### config.mk
export PLATFORM = sky130hd
export DESIGN_NAME = hbvef_top
export DESIGN_NICKNAME = d
export VERILOG_FILES = /design/src/inc/hbvef_pkg.sv /design/src/hw/hbvef_top.sv
export VERILOG_INCLUDE_DIRS = /design/src /design/src/inc
export SDC_FILE = /design/constraint.sdc
export NUM_CORES = 1
export LEC_CHECK = 0
export CORE_AREA = 2 2 110 112
export DETAILED_ROUTE_END_ITERATION = 10
export DIE_AREA = 0 0 112 114
export DONT_BUFFER_PORTS = 1
export SLEW_MARGIN = 20
export SYNTH_ARGS = -nofsm -noshare
export SYNTH_HDL_FRONTEND = slang
export SYNTH_SLANG_ARGS = --single-unit
### constraint.sdc
create_clock -name core_clk -period 3.96 [get_ports core_clk]
set_input_delay 0.594 -clock core_clk [delete_from_list [all_inputs] [get_ports core_clk]]
set_output_delay 0.594 -clock core_clk [all_outputs]
set_load 0.02 [all_outputs]
### src/inc/hbvef_params.svh
/*
  Constants for the host buffer vector and error flag block: register
  offsets, error bit positions, reset values, masks and counts.
  Assumes inclusion by the package and by the design module only.
*/
`ifndef HBVEF_PARAMS_SVH
`define HBVEF_PARAMS_SVH

// ----------------------------------------
// register offsets and reserved range
// ----------------------------------------
`define HBVEF_OFF_ERR 16'h0012
`define HBVEF_OFF_RXV 16'h0024
`define HBVEF_OFF_TXV 16'h0026
`define HBVEF_RSV_LO 16'h0400
`define HBVEF_RSV_HI 16'h1fff

// ----------------------------------------
// error flag bit positions
// ----------------------------------------
`define HBVEF_B_LOST 0
`define HBVEF_B_RCFG 1
`define HBVEF_B_BUSY 3
`define HBVEF_B_DBL 4
`define HBVEF_B_RBL 6
`define HBVEF_B_TBL 7
`define HBVEF_B_FBL 8
`define HBVEF_B_EFL 9
`define HBVEF_B_BUL 10
`define HBVEF_B_MDP 11
`define HBVEF_B_SPL 12
`define HBVEF_B_NMS 13
`define HBVEF_B_NMN 14
`define HBVEF_B_ILA 15

// ----------------------------------------
// reset values, masks, counts
// ----------------------------------------
`define HBVEF_ERR_RST 16'h0000
`define HBVEF_ERR_MASK 16'hffdb
`define HBVEF_VEC_RST 6'h00
`define HBVEF_VEC_NONE 6'h00
`define HBVEF_RD_ZERO 16'h0000
`define HBVEF_NBUF 59
`define HBVEF_ERR_W 16

`endif

### src/inc/hbvef_pkg.sv
/*
  Types shared by the host buffer vector and error flag block.
  Assumes hbvef_params.svh is on the include path.
*/
`default_nettype none
`include "hbvef_params.svh"

package hbvef_pkg;
  typedef logic [5:0] hbvef_vec_t;
  typedef logic [15:0] hbvef_word_t;
  typedef logic [`HBVEF_NBUF-1:0] hbvef_bufmask_t;
  typedef logic [6:0] hbvef_plen_t;
endpackage

`default_nettype wire

### src/hw/hbvef_top.sv
/*
  Host-interface status logic: receive and transmit buffer vectors and
  the write-one-to-clear host-interface error flags, with the lock,
  payload-length, reconfiguration, window and management checks that
  feed them. Assumes one core clock, a one-cycle microtick strobe,
  one-cycle host read/write strobes on the parallel port, and buffer
  interrupt flag and enable vectors supplied by the buffer store.
*/
`timescale 1ns/1ps
`default_nettype none
`include "hbvef_params.svh"

module hbvef_top
  import hbvef_pkg::*;
(
  // clock and reset
  input wire logic core_clk,
  input wire logic reset,
  // parallel host port
  input wire hbvef_word_t host_addr,
  input wire hbvef_word_t host_wdata,
  input wire logic host_wr,
  input wire logic host_rd,
  input wire logic host_byte,
  output hbvef_word_t host_rdata,
  output logic host_rack,
  // protocol engine state
  input wire logic utick,
  input wire logic config_exit,
  // buffer interrupt flags and enables
  input wire hbvef_bufmask_t buffer_interrupt_flag,
  input wire hbvef_bufmask_t buffer_interrupt_enable,
  input wire hbvef_bufmask_t buf_is_rx,
  // host lock requests
  input wire logic lock_req,
  input wire logic lock_to_rx,
  input wire logic lock_to_tx,
  input wire logic lock_dev_busy,
  input wire logic lock_double_dev_part,
  input wire logic lock_fifo,
  input wire logic lock_via_buf0,
  input wire logic fifo_empty,
  input wire logic host_rx_held,
  input wire logic host_tx_held,
  output logic lock_grant,
  // reconfiguration and payload length writes
  input wire logic reconfig_req,
  input wire logic reconfig_from_dyn,
  input wire logic reconfig_to_static,
  output logic reconfig_accept,
  input wire logic plen_wr,
  input wire logic plen_dynamic,
  input wire hbvef_plen_t plen_value,
  input wire hbvef_plen_t dynamic_payload_limit,
  input wire hbvef_plen_t static_payload_length,
  output logic plen_accept,
  // active buffer window access
  input wire logic win_access,
  input wire logic win_locked,
  output logic win_allow,
  // received frames
  input wire logic rx_frame_valid,
  input wire logic rx_target_locked,
  output logic frame_discard_first,
  input wire logic nm_frame,
  input wire logic nm_null,
  input wire logic nm_too_short,
  output logic nm_apply,
  // error indication to the interrupt status word
  output logic host_interface_error_irq_flag
);

  // ----------------------------------------
  // lowest set index, used for both vectors
  // ----------------------------------------
  function automatic hbvef_vec_t lowest_idx(input hbvef_bufmask_t m);
    hbvef_vec_t r;
    logic found;
    r = `HBVEF_VEC_NONE;
    found = 1'b0;
    for (int i = 0; i < `HBVEF_NBUF; i++) begin
      if (m[i] && !found) begin
        r = 6'(i);
        found = 1'b1;
      end
    end
    return r;
  endfunction

  // ----------------------------------------
  // buffer vectors
  // ----------------------------------------
  hbvef_vec_t rxv_q, rxv_d, txv_q, txv_d;
  hbvef_bufmask_t pend;
  wire hbvef_vec_t rx_next;
  wire hbvef_vec_t tx_next;

  assign pend = buffer_interrupt_flag & buffer_interrupt_enable;
  assign rx_next = lowest_idx(pend & buf_is_rx);
  assign tx_next = lowest_idx(pend & ~buf_is_rx);

  // load on microtick
  // leaving configuration wins so stale vectors never survive
  assign rxv_d = config_exit ? `HBVEF_VEC_RST : (utick ? rx_next : rxv_q);
  assign txv_d = config_exit ? `HBVEF_VEC_RST : (utick ? tx_next : txv_q);

  always_ff @(posedge core_clk or posedge reset) begin
    if (reset) begin
      rxv_q <= `HBVEF_VEC_RST;
      txv_q <= `HBVEF_VEC_RST;
    end else begin
      rxv_q <= rxv_d;
      txv_q <= txv_d;
    end
  end

  // ----------------------------------------
  // host address decode
  // ----------------------------------------
  wire logic acc = host_rd | host_wr;
  wire logic in_rsv = (host_addr >= `HBVEF_RSV_LO) && (host_addr <= `HBVEF_RSV_HI);
  wire logic bad_acc = acc & (host_byte | host_addr[0] | in_rsv);
  wire logic hit_err = (host_addr == `HBVEF_OFF_ERR);
  wire logic hit_rxv = (host_addr == `HBVEF_OFF_RXV);
  wire logic hit_txv = (host_addr == `HBVEF_OFF_TXV);
  hbvef_word_t err_q;
  hbvef_word_t rd_word;

  assign rd_word = bad_acc ? `HBVEF_RD_ZERO :
                   hit_err ? err_q :
                   hit_rxv ? {10'h000, rxv_q} :
                   hit_txv ? {10'h000, txv_q} : `HBVEF_RD_ZERO;

  // ----------------------------------------
  // lock checks, first refusal cause only
  // ----------------------------------------
  // busy buffer refused
  wire logic rf_busy = lock_req & lock_dev_busy;
  wire logic rf_dbl = lock_req & ~rf_busy & lock_double_dev_part;
  // one cause per request, so the host can tell why it was refused
  wire logic pre_fifo = ~(lock_dev_busy | lock_double_dev_part);
  wire logic rf_fbl = lock_req & pre_fifo & lock_fifo & ~lock_via_buf0;
  wire logic rf_efl = lock_req & pre_fifo & lock_fifo & lock_via_buf0 & fifo_empty;
  wire logic pre_cnt = pre_fifo & ~(lock_fifo & (~lock_via_buf0 | fifo_empty));
  wire logic rf_rbl = lock_req & pre_cnt & lock_to_rx & host_rx_held;
  wire logic rf_tbl = lock_req & pre_cnt & lock_to_tx & host_tx_held;

  assign lock_grant = lock_req & ~(rf_busy | rf_dbl | rf_fbl | rf_efl | rf_rbl | rf_tbl);

  // ----------------------------------------
  // reconfiguration, length and window checks
  // ----------------------------------------
  // dynamic to static ignored
  wire logic ev_rcfg = reconfig_req & reconfig_from_dyn & reconfig_to_static;
  assign reconfig_accept = reconfig_req & ~ev_rcfg;

  wire logic ev_mdp = plen_wr & plen_dynamic & (plen_value > dynamic_payload_limit);
  wire logic ev_spl = plen_wr & ~plen_dynamic & (plen_value != static_payload_length);
  assign plen_accept = plen_wr & ~ev_mdp & ~ev_spl;

  wire logic ev_bul = win_access & ~win_locked;
  assign win_allow = win_access & win_locked;

  // ----------------------------------------
  // received frame checks
  // ----------------------------------------
  logic lost_arm_q;
  wire logic ev_lost = rx_frame_valid & rx_target_locked & lost_arm_q;
  assign frame_discard_first = ev_lost;

  // arm after the first frame, disarm when the host lets go
  always_ff @(posedge core_clk or posedge reset) begin
    if (reset) begin
      lost_arm_q <= 1'b0;
    end else begin
      lost_arm_q <= host_rx_held & (lost_arm_q | (rx_frame_valid & rx_target_locked));
    end
  end

  wire logic ev_nms = nm_frame & nm_too_short;
  wire logic ev_nmn = nm_frame & nm_null;
  assign nm_apply = nm_frame & ~nm_null;

  // ----------------------------------------
  // error flags, write one to clear
  // ----------------------------------------
  hbvef_word_t set_vec, clr_vec, err_d;

  always_comb begin
    set_vec = `HBVEF_ERR_RST;
    set_vec[`HBVEF_B_LOST] = ev_lost;
    set_vec[`HBVEF_B_RCFG] = ev_rcfg;
    set_vec[`HBVEF_B_BUSY] = rf_busy;
    set_vec[`HBVEF_B_DBL] = rf_dbl;
    set_vec[`HBVEF_B_RBL] = rf_rbl;
    set_vec[`HBVEF_B_TBL] = rf_tbl;
    set_vec[`HBVEF_B_FBL] = rf_fbl;
    set_vec[`HBVEF_B_EFL] = rf_efl;
    set_vec[`HBVEF_B_BUL] = ev_bul;
    set_vec[`HBVEF_B_MDP] = ev_mdp;
    set_vec[`HBVEF_B_SPL] = ev_spl;
    set_vec[`HBVEF_B_NMS] = ev_nms;
    set_vec[`HBVEF_B_NMN] = ev_nmn;
    set_vec[`HBVEF_B_ILA] = bad_acc;
  end

  assign clr_vec = (host_wr & ~bad_acc & hit_err) ? (host_wdata & `HBVEF_ERR_MASK)
                                                 : `HBVEF_ERR_RST;

  // reserved bits 2 and 5 can never hold a one
  localparam hbvef_word_t err_mask = `HBVEF_ERR_MASK;

  generate
    for (genvar b = 0; b < `HBVEF_ERR_W; b++) begin : g_flag
      assign err_d[b] = err_mask[b] & ((err_q[b] & ~clr_vec[b]) | set_vec[b]);
    end
  endgenerate

  always_ff @(posedge core_clk or posedge reset) begin
    if (reset) begin
      err_q <= `HBVEF_ERR_RST;
    end else begin
      err_q <= err_d & `HBVEF_ERR_MASK;
    end
  end

  assign host_interface_error_irq_flag = |(set_vec & `HBVEF_ERR_MASK);

  // ----------------------------------------
  // read data register
  // ----------------------------------------
  hbvef_word_t rdata_q;
  logic rack_q;

  always_ff @(posedge core_clk or posedge reset) begin
    if (reset) begin
      rdata_q <= `HBVEF_RD_ZERO;
      rack_q <= 1'b0;
    end else begin
      rdata_q <= host_rd ? rd_word : rdata_q;
      rack_q <= host_rd;
    end
  end

  assign host_rdata = rdata_q;
  assign host_rack = rack_q;
endmodule

`default_nettype wire

### After elaboration in Yosys (flattened, before gate mapping)

Index checks and enable logic that the tools add are counted.

| operators by class | value |
|---|---|
| order comparisons | 3 |
| bitwise logic cells | 105 |
| muxes and demuxes | 241 |
| equal/unequal tests | 4 |
| reduce and logical (&&, ||, !) cells | 235 |

Operators with widths:

| operator | count |
|---|---|
| two-way mux 6 bit | 109 |
| bitwise AND 59 bit | 3 |
| two-way mux 1 bit | 118 |
| logical AND 1 bit | 117 |
| zero test 1 bit | 116 |
| inverter 59 bit | 1 |
| bitwise AND 1 bit | 50 |
| two-way mux 16 bit | 3 |
| == test 16 x 6 -> 1 bit, second input constant | 2 |
| inverter 1 bit | 26 |
| OR 1 bit | 25 |
| two-way mux 4 bit | 5 |
| == test 16 x 5 -> 1 bit, second input constant | 1 |
| greater-or-equal comparator 16 x 11 -> 1 bit, second input constant | 1 |
| less-or-equal comparator 16 x 13 -> 1 bit, second input constant | 1 |
| OR reduction 14 bit | 1 |
| two-way mux 3 bit | 4 |
| > comparator 7 bit | 1 |
| inequality test 7 bit | 1 |
| two-way mux 2 bit | 2 |
| nonzero test 2 bit | 1 |

| storage, ports and cells | value |
|---|---|
| output and inout bits | 24 |
| logic and storage cells | 594 |
| input bits | 259 |
| bits in registers | 44 |

### Longest topological paths before layout

Gate-level depths: netlist of the first run.

| logic depth | value |
|---|---|
| word-level depth | 179 |
| gate-level depth with buffers | 9 |

### Least setup slack after synthesis of the first run

OpenSTA, ideal clock, no wires.

| timing path | value |
|---|---|
| path kind | input-to-output |
| start | input port dynamic_payload_limit[1] |
| end | output port plen_accept |
| stages | 9 |
| path slack | 1.351 ns |
| path buffers | 0 |
| arrival time | 2.015 ns |
| cells stage by stage | inv_1 > ha_1 > nor2b_1 > o21a_1 > o21a_1 > o21a_1 > o21ai_0 > a211o_1 > and3_1 |

| between the ends | value |
|---|---|
| cells in the longest elaborated chain, start to end | 5 |

Ends and longest elaborated chain:

| item | line | text |
|---|---|---|
| from (decl) | hbvef_top.sv:54 | `input wire hbvef_plen_t dynamic_payload_limit,` |
| > comparator 7 bit | hbvef_top.sv:157 | `wire logic ev_mdp = plen_wr & plen_dynamic & (plen_value > dynamic_payload_limit);` |
| bitwise AND 1 bit | hbvef_top.sv:157 |  |
| inverter 1 bit | hbvef_top.sv:159 | `assign plen_accept = plen_wr & ~ev_mdp & ~ev_spl;` |
| bitwise AND 1 bit (2 in series) | hbvef_top.sv:159 |  |
| to (decl) | hbvef_top.sv:56 | `output logic plen_accept,` |

Every way passes these cells.

### Final worst setup path of the first run

Ends and elaborated chain as after synthesis.

==> results.cfg, run 1 <==
[synthesis]
yosys.area.top_type_share_pct = 23.03
synth_top_area_cell = dfrtp_1
synth.distinct_cells = 69
synth.avg_cell_area_um2 = 7.244
ys.flop_type = dfrtp_1
synth-edff-count = 0
synth-seq-cells = 44
synthTopCellsByArea = dfrtp_1 (23%), nand3_1 (8.0%), nand2_1 (7.5%)
yosysSeqAreaShare_pct = 23.03
syn_area_mm2 = 0.004781
async_flop_share_pct = 100.0
yosysWarnings = 0
synth_nets = 926
synth_cells = 660

[drt]
dr.pass1.iters = 5
wl_per_cell_um = 19.98
drc = 0
vias_per_cell = 6.441
antenna_left = 0
drt_iter0_drc = 241
wl_um = 16120
vias = 5198

[placed_design]
placed_area_mm2 = 0.004937
gp_congestion = 0.8200
dp_cells = 799
dp_hpwl_um = 13730
port_buffers = 0

[clock_tree]
cts_hold_buf = 0
clockBufferDepth = 2
h-tree-depth = 2
numClockSinks = 44
cts_tree = built
root_buffer = clkbuf_16
clkLatencyLatePin_ps = 290
ctsResizeCount = 0
clk_pin_slew_ps = 60
post_cts_buffers = 0
cts_inserted_buffers = 5

[global_route]
grt_pass1_vias = 5015
gr-total-overflow = 0
grt_pass1_wl_um = 24670
grt_util_all_layers_pct = 23.70
grt_max_degree = 45
antenna_found_initial = 0

[timing]
finClkSkew_ps = 5.125
period_minus_slack_ps = 2751
fin_setup_tns_ps = 0
finalCritPeriodShare_pct = 69.46
relSlewSlack_pct = 39.00
setup_viol = 0
final_max_slew_viol_count = 0
clock.fmax_mhz = 363.6
tightest_slew_ps = 906.6
rsz0062_at_grt = false
hold_viol = 0

[floorplanning]
die_y_um = 114
die_area_mm2 = 0.01277
core_mm2 = 0.01171
die_w_um = 112
start_util_pct = 40.82
num_io_pins = 283
rows = 40

[final_layout]
insertedDiodeCount = 0
layout_commonest_cell = nand2_1
fin_util_pct = 43.62
instances_no_fill = 807
syn2layout_area_growth_pct = 6.857
final_cell_mix = nand2_1 (96), nand3_1 (76), nor2_1 (55)
nNetsFinal = 925
drive_gt1_share_pct = 5.758
final_cell_area_mm2 = 0.005109

[worst_setup_path]
reg2reg_slack_ps = 2270
critPathKind = in -> out
endpoint_kind = output pin
crit_required_ps = 3370
critPathLaunchType = input port
critPathLaunch = dynamic_payload_limit[1]
r2r-start = rxv_q[0]
crit_fanout = 3
r2r-end = rxv_q[0]
rr_worst_depth = 5
arrival_ps = 2160

[run]
max_cap_violations = 0

[power_and_ir_drop]
p_leak_nw = 2.036
ir_drop_mv = 0.2481
power.density_mw_per_mm2 = 261.9

[status]
status = complete, no violations

[hold_path]
hold_depth = 0
whs_endpoint = host_rack
holdCritPathClass = in -> reg
hp-start = host_rd
==> cell type report <==
class | count | area, um^2
clock buffer | 5 | 125.1
sequential | 44 | 1101
timing repair buffer | 1 | 7.507
tap | 147 | 183.9
inverter | 31 | 116.4
clock inverter | 3 | 46.29
fill | 1238 | 6603
multi-input combinational | 576 | 3528
==> per-layer routing <==
metal | vias to the layer above | global-route usage (%) | wire length (um)
li1 | 2510 | - | -
met3 | 22 | 3.719 | 1101
met4 | 0 | 6.016 | 340
met5 | - | 0 | 0
met2 | 228 | 42.91 | 8016
met1 | 2438 | 29.57 | 6662
==> report_power, final <==
part / internal, mW / total (mW) / switching, mW / leakage, nW
registers: 0.470 / 0.483 / 0.0133 / 0.539
logic: 0.149 / 0.374 / 0.225 / 1.42
clock network: 0.300 / 0.480 / 0.181 / 0.0804
total: 0.919 / 1.34 / 0.419 / 2.04
==> synth_stat cells (all sizes together), types with 7 or more instances <==
cell type / instances
a21oi: 22
nor2b: 9
nor3: 18
nand3b: 45
a22oi: 7
nor4: 12
nand2: 97
o22ai: 12
and3: 15
nand4: 24
a311oi: 7
o21ai: 40
clkbuf: 8
nor2: 55
a31oi: 11
ha: 7
a211oi: 8
nand2b: 14
nand3: 76
dfrtp: 44
inv: 31
o211ai: 7
and3b: 10
==> stage by stage <==
step	setup WS (ps)	total power [mW]	hold WS (ps)
detailed placement	1102	0.8620	465.3
CTS	1202	1.341	333.7
global placement	1156	0.8548	459.1
finish	1209	1.338	337.3
global route	1067	1.403	329.4
floorplan	1351	0.7788	443.8
==> how the worst max path moves through the flow <==
stage | depth (start not counted) | end | slack, ps
finish | 9 | plen_accept | 1210
global route | 6 | host_interface_error_irq_flag | 1070
CTS | 9 | plen_accept | 1200
detailed placement | 6 | rxv_q[3] | 1100
global placement | 6 | rxv_q[3] | 1160
floorplan | 9 | plen_accept | 1350
==> sequential cells by signal, indices dropped and copies added, names as in the netlist <==
name        count
host_rdata     16
rxv_q           6
err_q          14
txv_q           6
lost_arm_q      1
host_rack       1
==> logic make-up (layout without fill, tap and decap cells) <==
logic type	count (synthesis)	in the layout	share of synthesized area (%)
and+or+nand+nor	396	396	46.32
AOI/OAI and AO/OA	160	160	23.01
DFF	44	44	23.03
buffers and inverters	40	40	3.167
adders and majority gates	7	7	1.832
xor gates and xnor gates	7	7	1.282
muxes	6	6	1.361
==> worst max-delay path, stage by stage <==
cell,delay (ps)
inv_1,20
ha_1,280
nor2b_1,130
o21a_1,160
o21a_1,160
o21a_1,160
o21ai_0,150
a211o_1,190
and3_1,300
Note: power is estimated with default switching activity, not from simulation.
==> inputs of run 2 (changes only) <==
--- a/config.mk
+++ b/config.mk
@@ -6,9 +6,9 @@
 export SDC_FILE = /design/constraint.sdc
 export NUM_CORES = 1
 export LEC_CHECK = 0
-export CORE_AREA = 2 2 110 112
+export CORE_AREA = 2 2 111 113
 export DETAILED_ROUTE_END_ITERATION = 10
-export DIE_AREA = 0 0 112 114
+export DIE_AREA = 0 0 113 115
 export DONT_BUFFER_PORTS = 1
 export SLEW_MARGIN = 20
 export SYNTH_ARGS = -nofsm -noshare
==> constraint.sdc (replaced) <==
create_clock -name core_clk -period 2.5 [get_ports core_clk]
set_input_delay 0.375 -clock core_clk [delete_from_list [all_inputs] [get_ports core_clk]]
set_output_delay 0.375 -clock core_clk [all_outputs]
set_load 0.02 [all_outputs]
==> results.cfg, run 2 (synthesized netlist as in run 1, its figures left out) <==
[status]
status = finished with violations
failed_checks = design-rule violations

[worst_setup_path]
endpoint_kind = output pin
crit_fanout = 3
arrival_ps = 1960
critPathLaunchType = input port
critPathKind = in -> out
crit_required_ps = 2120

[final_layout]
nNetsFinal = 946
drive_gt1_share_pct = 8.664
largest_reg_flops = 16
insertedDiodeCount = 0
layout_commonest_cell = nand2_1
final_cell_area_mm2 = 0.005273
multi_input_area_mm2 = 0.003528
instances_no_fill = 828
final_cell_mix = nand2_1 (96), nand3_1 (76), nor2_1 (55)
regArea_mm2 = 0.001101
fillers = 1224
syn2layout_area_growth_pct = 10.29

[drt]
vias_per_cell = 6.401
dr.pass1.iters = 9
vias = 5300
drt_iter0_drc = 288
drc = 12
antenna_left = 0
wl_um = 16380
wl_per_cell_um = 19.78

[clock_tree]
cts_inserted_buffers = 5
clkLatencyLatePin_ps = 280
numClockSinks = 44
clockBufferDepth = 2
clk_pin_slew_ps = 60
cts_tree = built
root_buffer = clkbuf_16
ctsResizeCount = 0
h-tree-depth = 2
cts_hold_buf = 0
post_cts_buffers = 0

[timing]
hold-worst-slack_ps = 125.3
finalCritPeriodShare_pct = 93.35
rsz0062_at_grt = false
finClkSkew_ps = 6.785
fin_setup_tns_ps = 0
tightest_slew_ps = 939.5
final_max_slew_viol_count = 0
setup_viol = 0
hold_viol = 0
clock.fmax_mhz = 428.5
relSlewSlack_pct = 37.28
period_minus_slack_ps = 2334

[floorplanning]
core_mm2 = 0.01181
die_area_mm2 = 0.01300
num_io_pins = 283
die_y_um = 115
start_util_pct = 40.48
die_w_um = 113
rows = 40

[global_route]
grt_pass1_wl_um = 25100
grt_max_degree = 45
gr-total-overflow = 0
antenna_found_initial = 0
grt_util_all_layers_pct = 23.75
grt_pass1_vias = 5222

[placed_design]
dp_cells = 820
placed_area_mm2 = 0.005095
port_buffers = 0
gp_congestion = 0.8725
dp_hpwl_um = 14170

[power_and_ir_drop]
power.density_mw_per_mm2 = 410.4
p_leak_nw = 2.147
ir_drop_mv = 0.3357

[hold_path]
holdCritPathClass = in -> reg

[run]
max_cap_violations = 0
run 2: cell types whose count changed in the layout (fill, tap and decap cells not counted):
| cell | previous run | this run |
|---|---|---|
| clkbuf_8 | 0 | 1 |
| buf_4 | 1 | 22 |
| inv_6 | 1 | 0 |
| clkinv_4 | 0 | 1 |
| clkinvlp_4 | 1 | 0 |
run 2: layout make-up:
cell class	instances	area share, %
clock inverter	2	0.7356
timing repair buffer	22	3.132
clock buffer	6	2.634
multi-input combinational	576	66.92
inverter	31	2.207
tap	147	3.488
sequential	44	20.88
run 2: power by group:
part	switching, mW	total, mW	internal, mW
clock network	0.268	0.768	0.500
logic	0.364	0.630	0.267
registers	0.0207	0.765	0.745
total	0.652	2.16	1.51
run 2: final timing paths:
kind | startpoint | end | slack (ps) | cells past startpoint
setup reg to reg | rxv_q[0] | rxv_q[0] | 820 | 5
hold reg to reg | err_q[11] | host_rdata[11] | 490 | 2
hold / removal | host_rd | host_rack | 130 | 0
max in group asynchronous | reset | err_q[10] | 1740 | 1
min in group asynchronous | reset | txv_q[5] | 180 | 1
setup / recovery | dynamic_payload_limit[1] | plen_accept | 170 | 9
run 2: metal layers:
metal	up-vias	wire length, um	GRT usage, %
met2	243	8153	42.91
met4	0	433	7.317
li1	2554	-	-
met1	2477	6753	29.47
met5	-	0	0
met3	26	1036	3.216
run 2: critical path, stage by stage:
cell and delay, ps:
inv_1 20, ha_1 280, nor2b_1 140, o21a_1 160, o21a_1 170, o21a_1 160
o21ai_0 170, a211o_1 190, and3_1 280
run 2: per-stage QoR:
stage,power [mW],worst slack (ps),util [%]
after floorplan,1.234,213.1,-
after global placement,1.394,89.60,43.14
after detailed placement,1.405,23.60,43.14
after CTS,2.176,174.3,44.64
after global routing,2.273,27.78,44.64
final,2.164,166.2,44.64
==> inputs of run 3 (changes only) <==
--- a/config.mk
+++ b/config.mk
@@ -6,9 +6,9 @@
 export SDC_FILE = /design/constraint.sdc
 export NUM_CORES = 1
 export LEC_CHECK = 0
-export CORE_AREA = 2 2 111 113
+export CORE_AREA = 2 2 110 112
 export DETAILED_ROUTE_END_ITERATION = 10
-export DIE_AREA = 0 0 113 115
+export DIE_AREA = 0 0 112 114
 export DONT_BUFFER_PORTS = 1
 export SLEW_MARGIN = 20
 export SYNTH_ARGS = -nofsm -noshare
==> constraint.sdc (replaced) <==
create_clock -name core_clk -period 3 [get_ports core_clk]
set_input_delay 0.45 -clock core_clk [delete_from_list [all_inputs] [get_ports core_clk]]
set_output_delay 0.45 -clock core_clk [all_outputs]
set_load 0.02 [all_outputs]
==> results.cfg, run 3 (synthesized netlist as in run 1, its figures left out) <==
[drt]
vias = 5186
wl_um = 16160
vias_per_cell = 6.379
antenna_left = 0
wl_per_cell_um = 19.88
drc = 0
dr.pass1.iters = 5
drt_iter0_drc = 263

[final_layout]
final_cell_area_mm2 = 0.005146
nNetsFinal = 931
fin_util_pct = 43.94
largest_reg_flops = 16
layout_commonest_cell = nand2_1
syn2layout_area_growth_pct = 7.642
drive_gt1_share_pct = 6.456
final_cell_mix = nand2_1 (96), nand3_1 (76), nor2_1 (55)
insertedDiodeCount = 0

[timing]
fin_setup_tns_ps = 0
tightest_slew_ps = 924.6
final_max_slew_viol_count = 0
period_minus_slack_ps = 2466
finClkSkew_ps = 6.218
relSlewSlack_pct = 38.27
setup_viol = 0
hold_viol = 0
finalCritPeriodShare_pct = 82.21
clock.fmax_mhz = 405.5
hold-worst-slack_ps = 199.9
rsz0062_at_grt = false

[power_and_ir_drop]
ir_drop_mv = 0.3218
p_leak_nw = 2.068
power.density_mw_per_mm2 = 339.6
report.power.total_mw = 1.747

[clock_tree]
numClockSinks = 44
cts_tree = built
cts_hold_buf = 0
root_buffer = clkbuf_16
clk_pin_slew_ps = 60
clkLatencyLatePin_ps = 280
cts_inserted_buffers = 5
h-tree-depth = 2
post_cts_buffers = 0
clockBufferDepth = 2
ctsResizeCount = 0

[global_route]
antenna_found_initial = 0
grt_util_all_layers_pct = 23.82
grt_pass1_vias = 5013
grt_pass1_wl_um = 24810
grt_max_degree = 45
gr-total-overflow = 0

[floorplanning]
core_mm2 = 0.01171
start_util_pct = 40.82
die_w_um = 112
die_area_mm2 = 0.01277
rows = 40
die_y_um = 114
num_io_pins = 283

[run]
max_cap_violations = 0

[placed_design]
placed_area_mm2 = 0.004982
gp_congestion = 0.8338
dp_hpwl_um = 13780
port_buffers = 0

[hold_path]
holdCritPathClass = in -> reg

[worst_setup_path]
endpoint_kind = output pin
critPathKind = in -> out
crit_fanout = 3
arrival_ps = 2020
critPathLaunchType = input port
crit_required_ps = 2550

[status]
status = complete, no violations
run 3: worst paths after layout:
path | slack (ps) | cells past startpoint | startpoint | to
worst max-delay path | 530 | 9 | dynamic_payload_limit[1] | plen_accept
min in group asynchronous | 250 | 1 | reset | txv_q[4]
worst min register to register | 480 | 2 | err_q[10] | err_q[10]
worst min-delay path | 200 | 0 | host_rd | host_rack
worst max register to register | 1290 | 5 | rxv_q[0] | rxv_q[0]
max in group asynchronous | 2180 | 1 | reset | lost_arm_q
run 3: final cells by class:
type	instances	area, um^2
clock buffers	6	128.9
clock inverters	2	35.03
fillers	1229	6565
inverters	31	116.4
multi-input cells	576	3528
flip-flops and latches	44	1101
well taps	147	183.9
repair buffers	7	52.55
run 3: per-layer routing:
layer	share of wire [%]	vias up	track usage [%]
li1	-	2517	-
met1	42	2418	30.17
met2	50	234	43.31
met3	6.5	17	3.135
met4	1.6	0	5.528
met5	0	-	0
run 3: metrics by stage:
step           setup slack (ps)  std cells
2_1_floorplan             638.1        660
3_3_place_gp              440.8        805
3_5_place_dp              376.8        805
4_1_cts                   525.0        813
5_1_grt                   414.7        813
6_report                  533.7        813
run 3: critical path: stages:
cell and delay [ps]:
inv_1 20, ha_1 280, nor2b_1 140, o21a_1 160, o21a_1 160, o21a_1 160
o21ai_0 150, a211o_1 190, and3_1 300
run 3: report_power, final:
group	internal, mW	leakage (nW)	switching [mW]
logic	0.204	1.45	0.299
clock network	0.391	0.0808	0.216
registers	0.621	0.539	0.0161
total	1.22	2.07	0.531
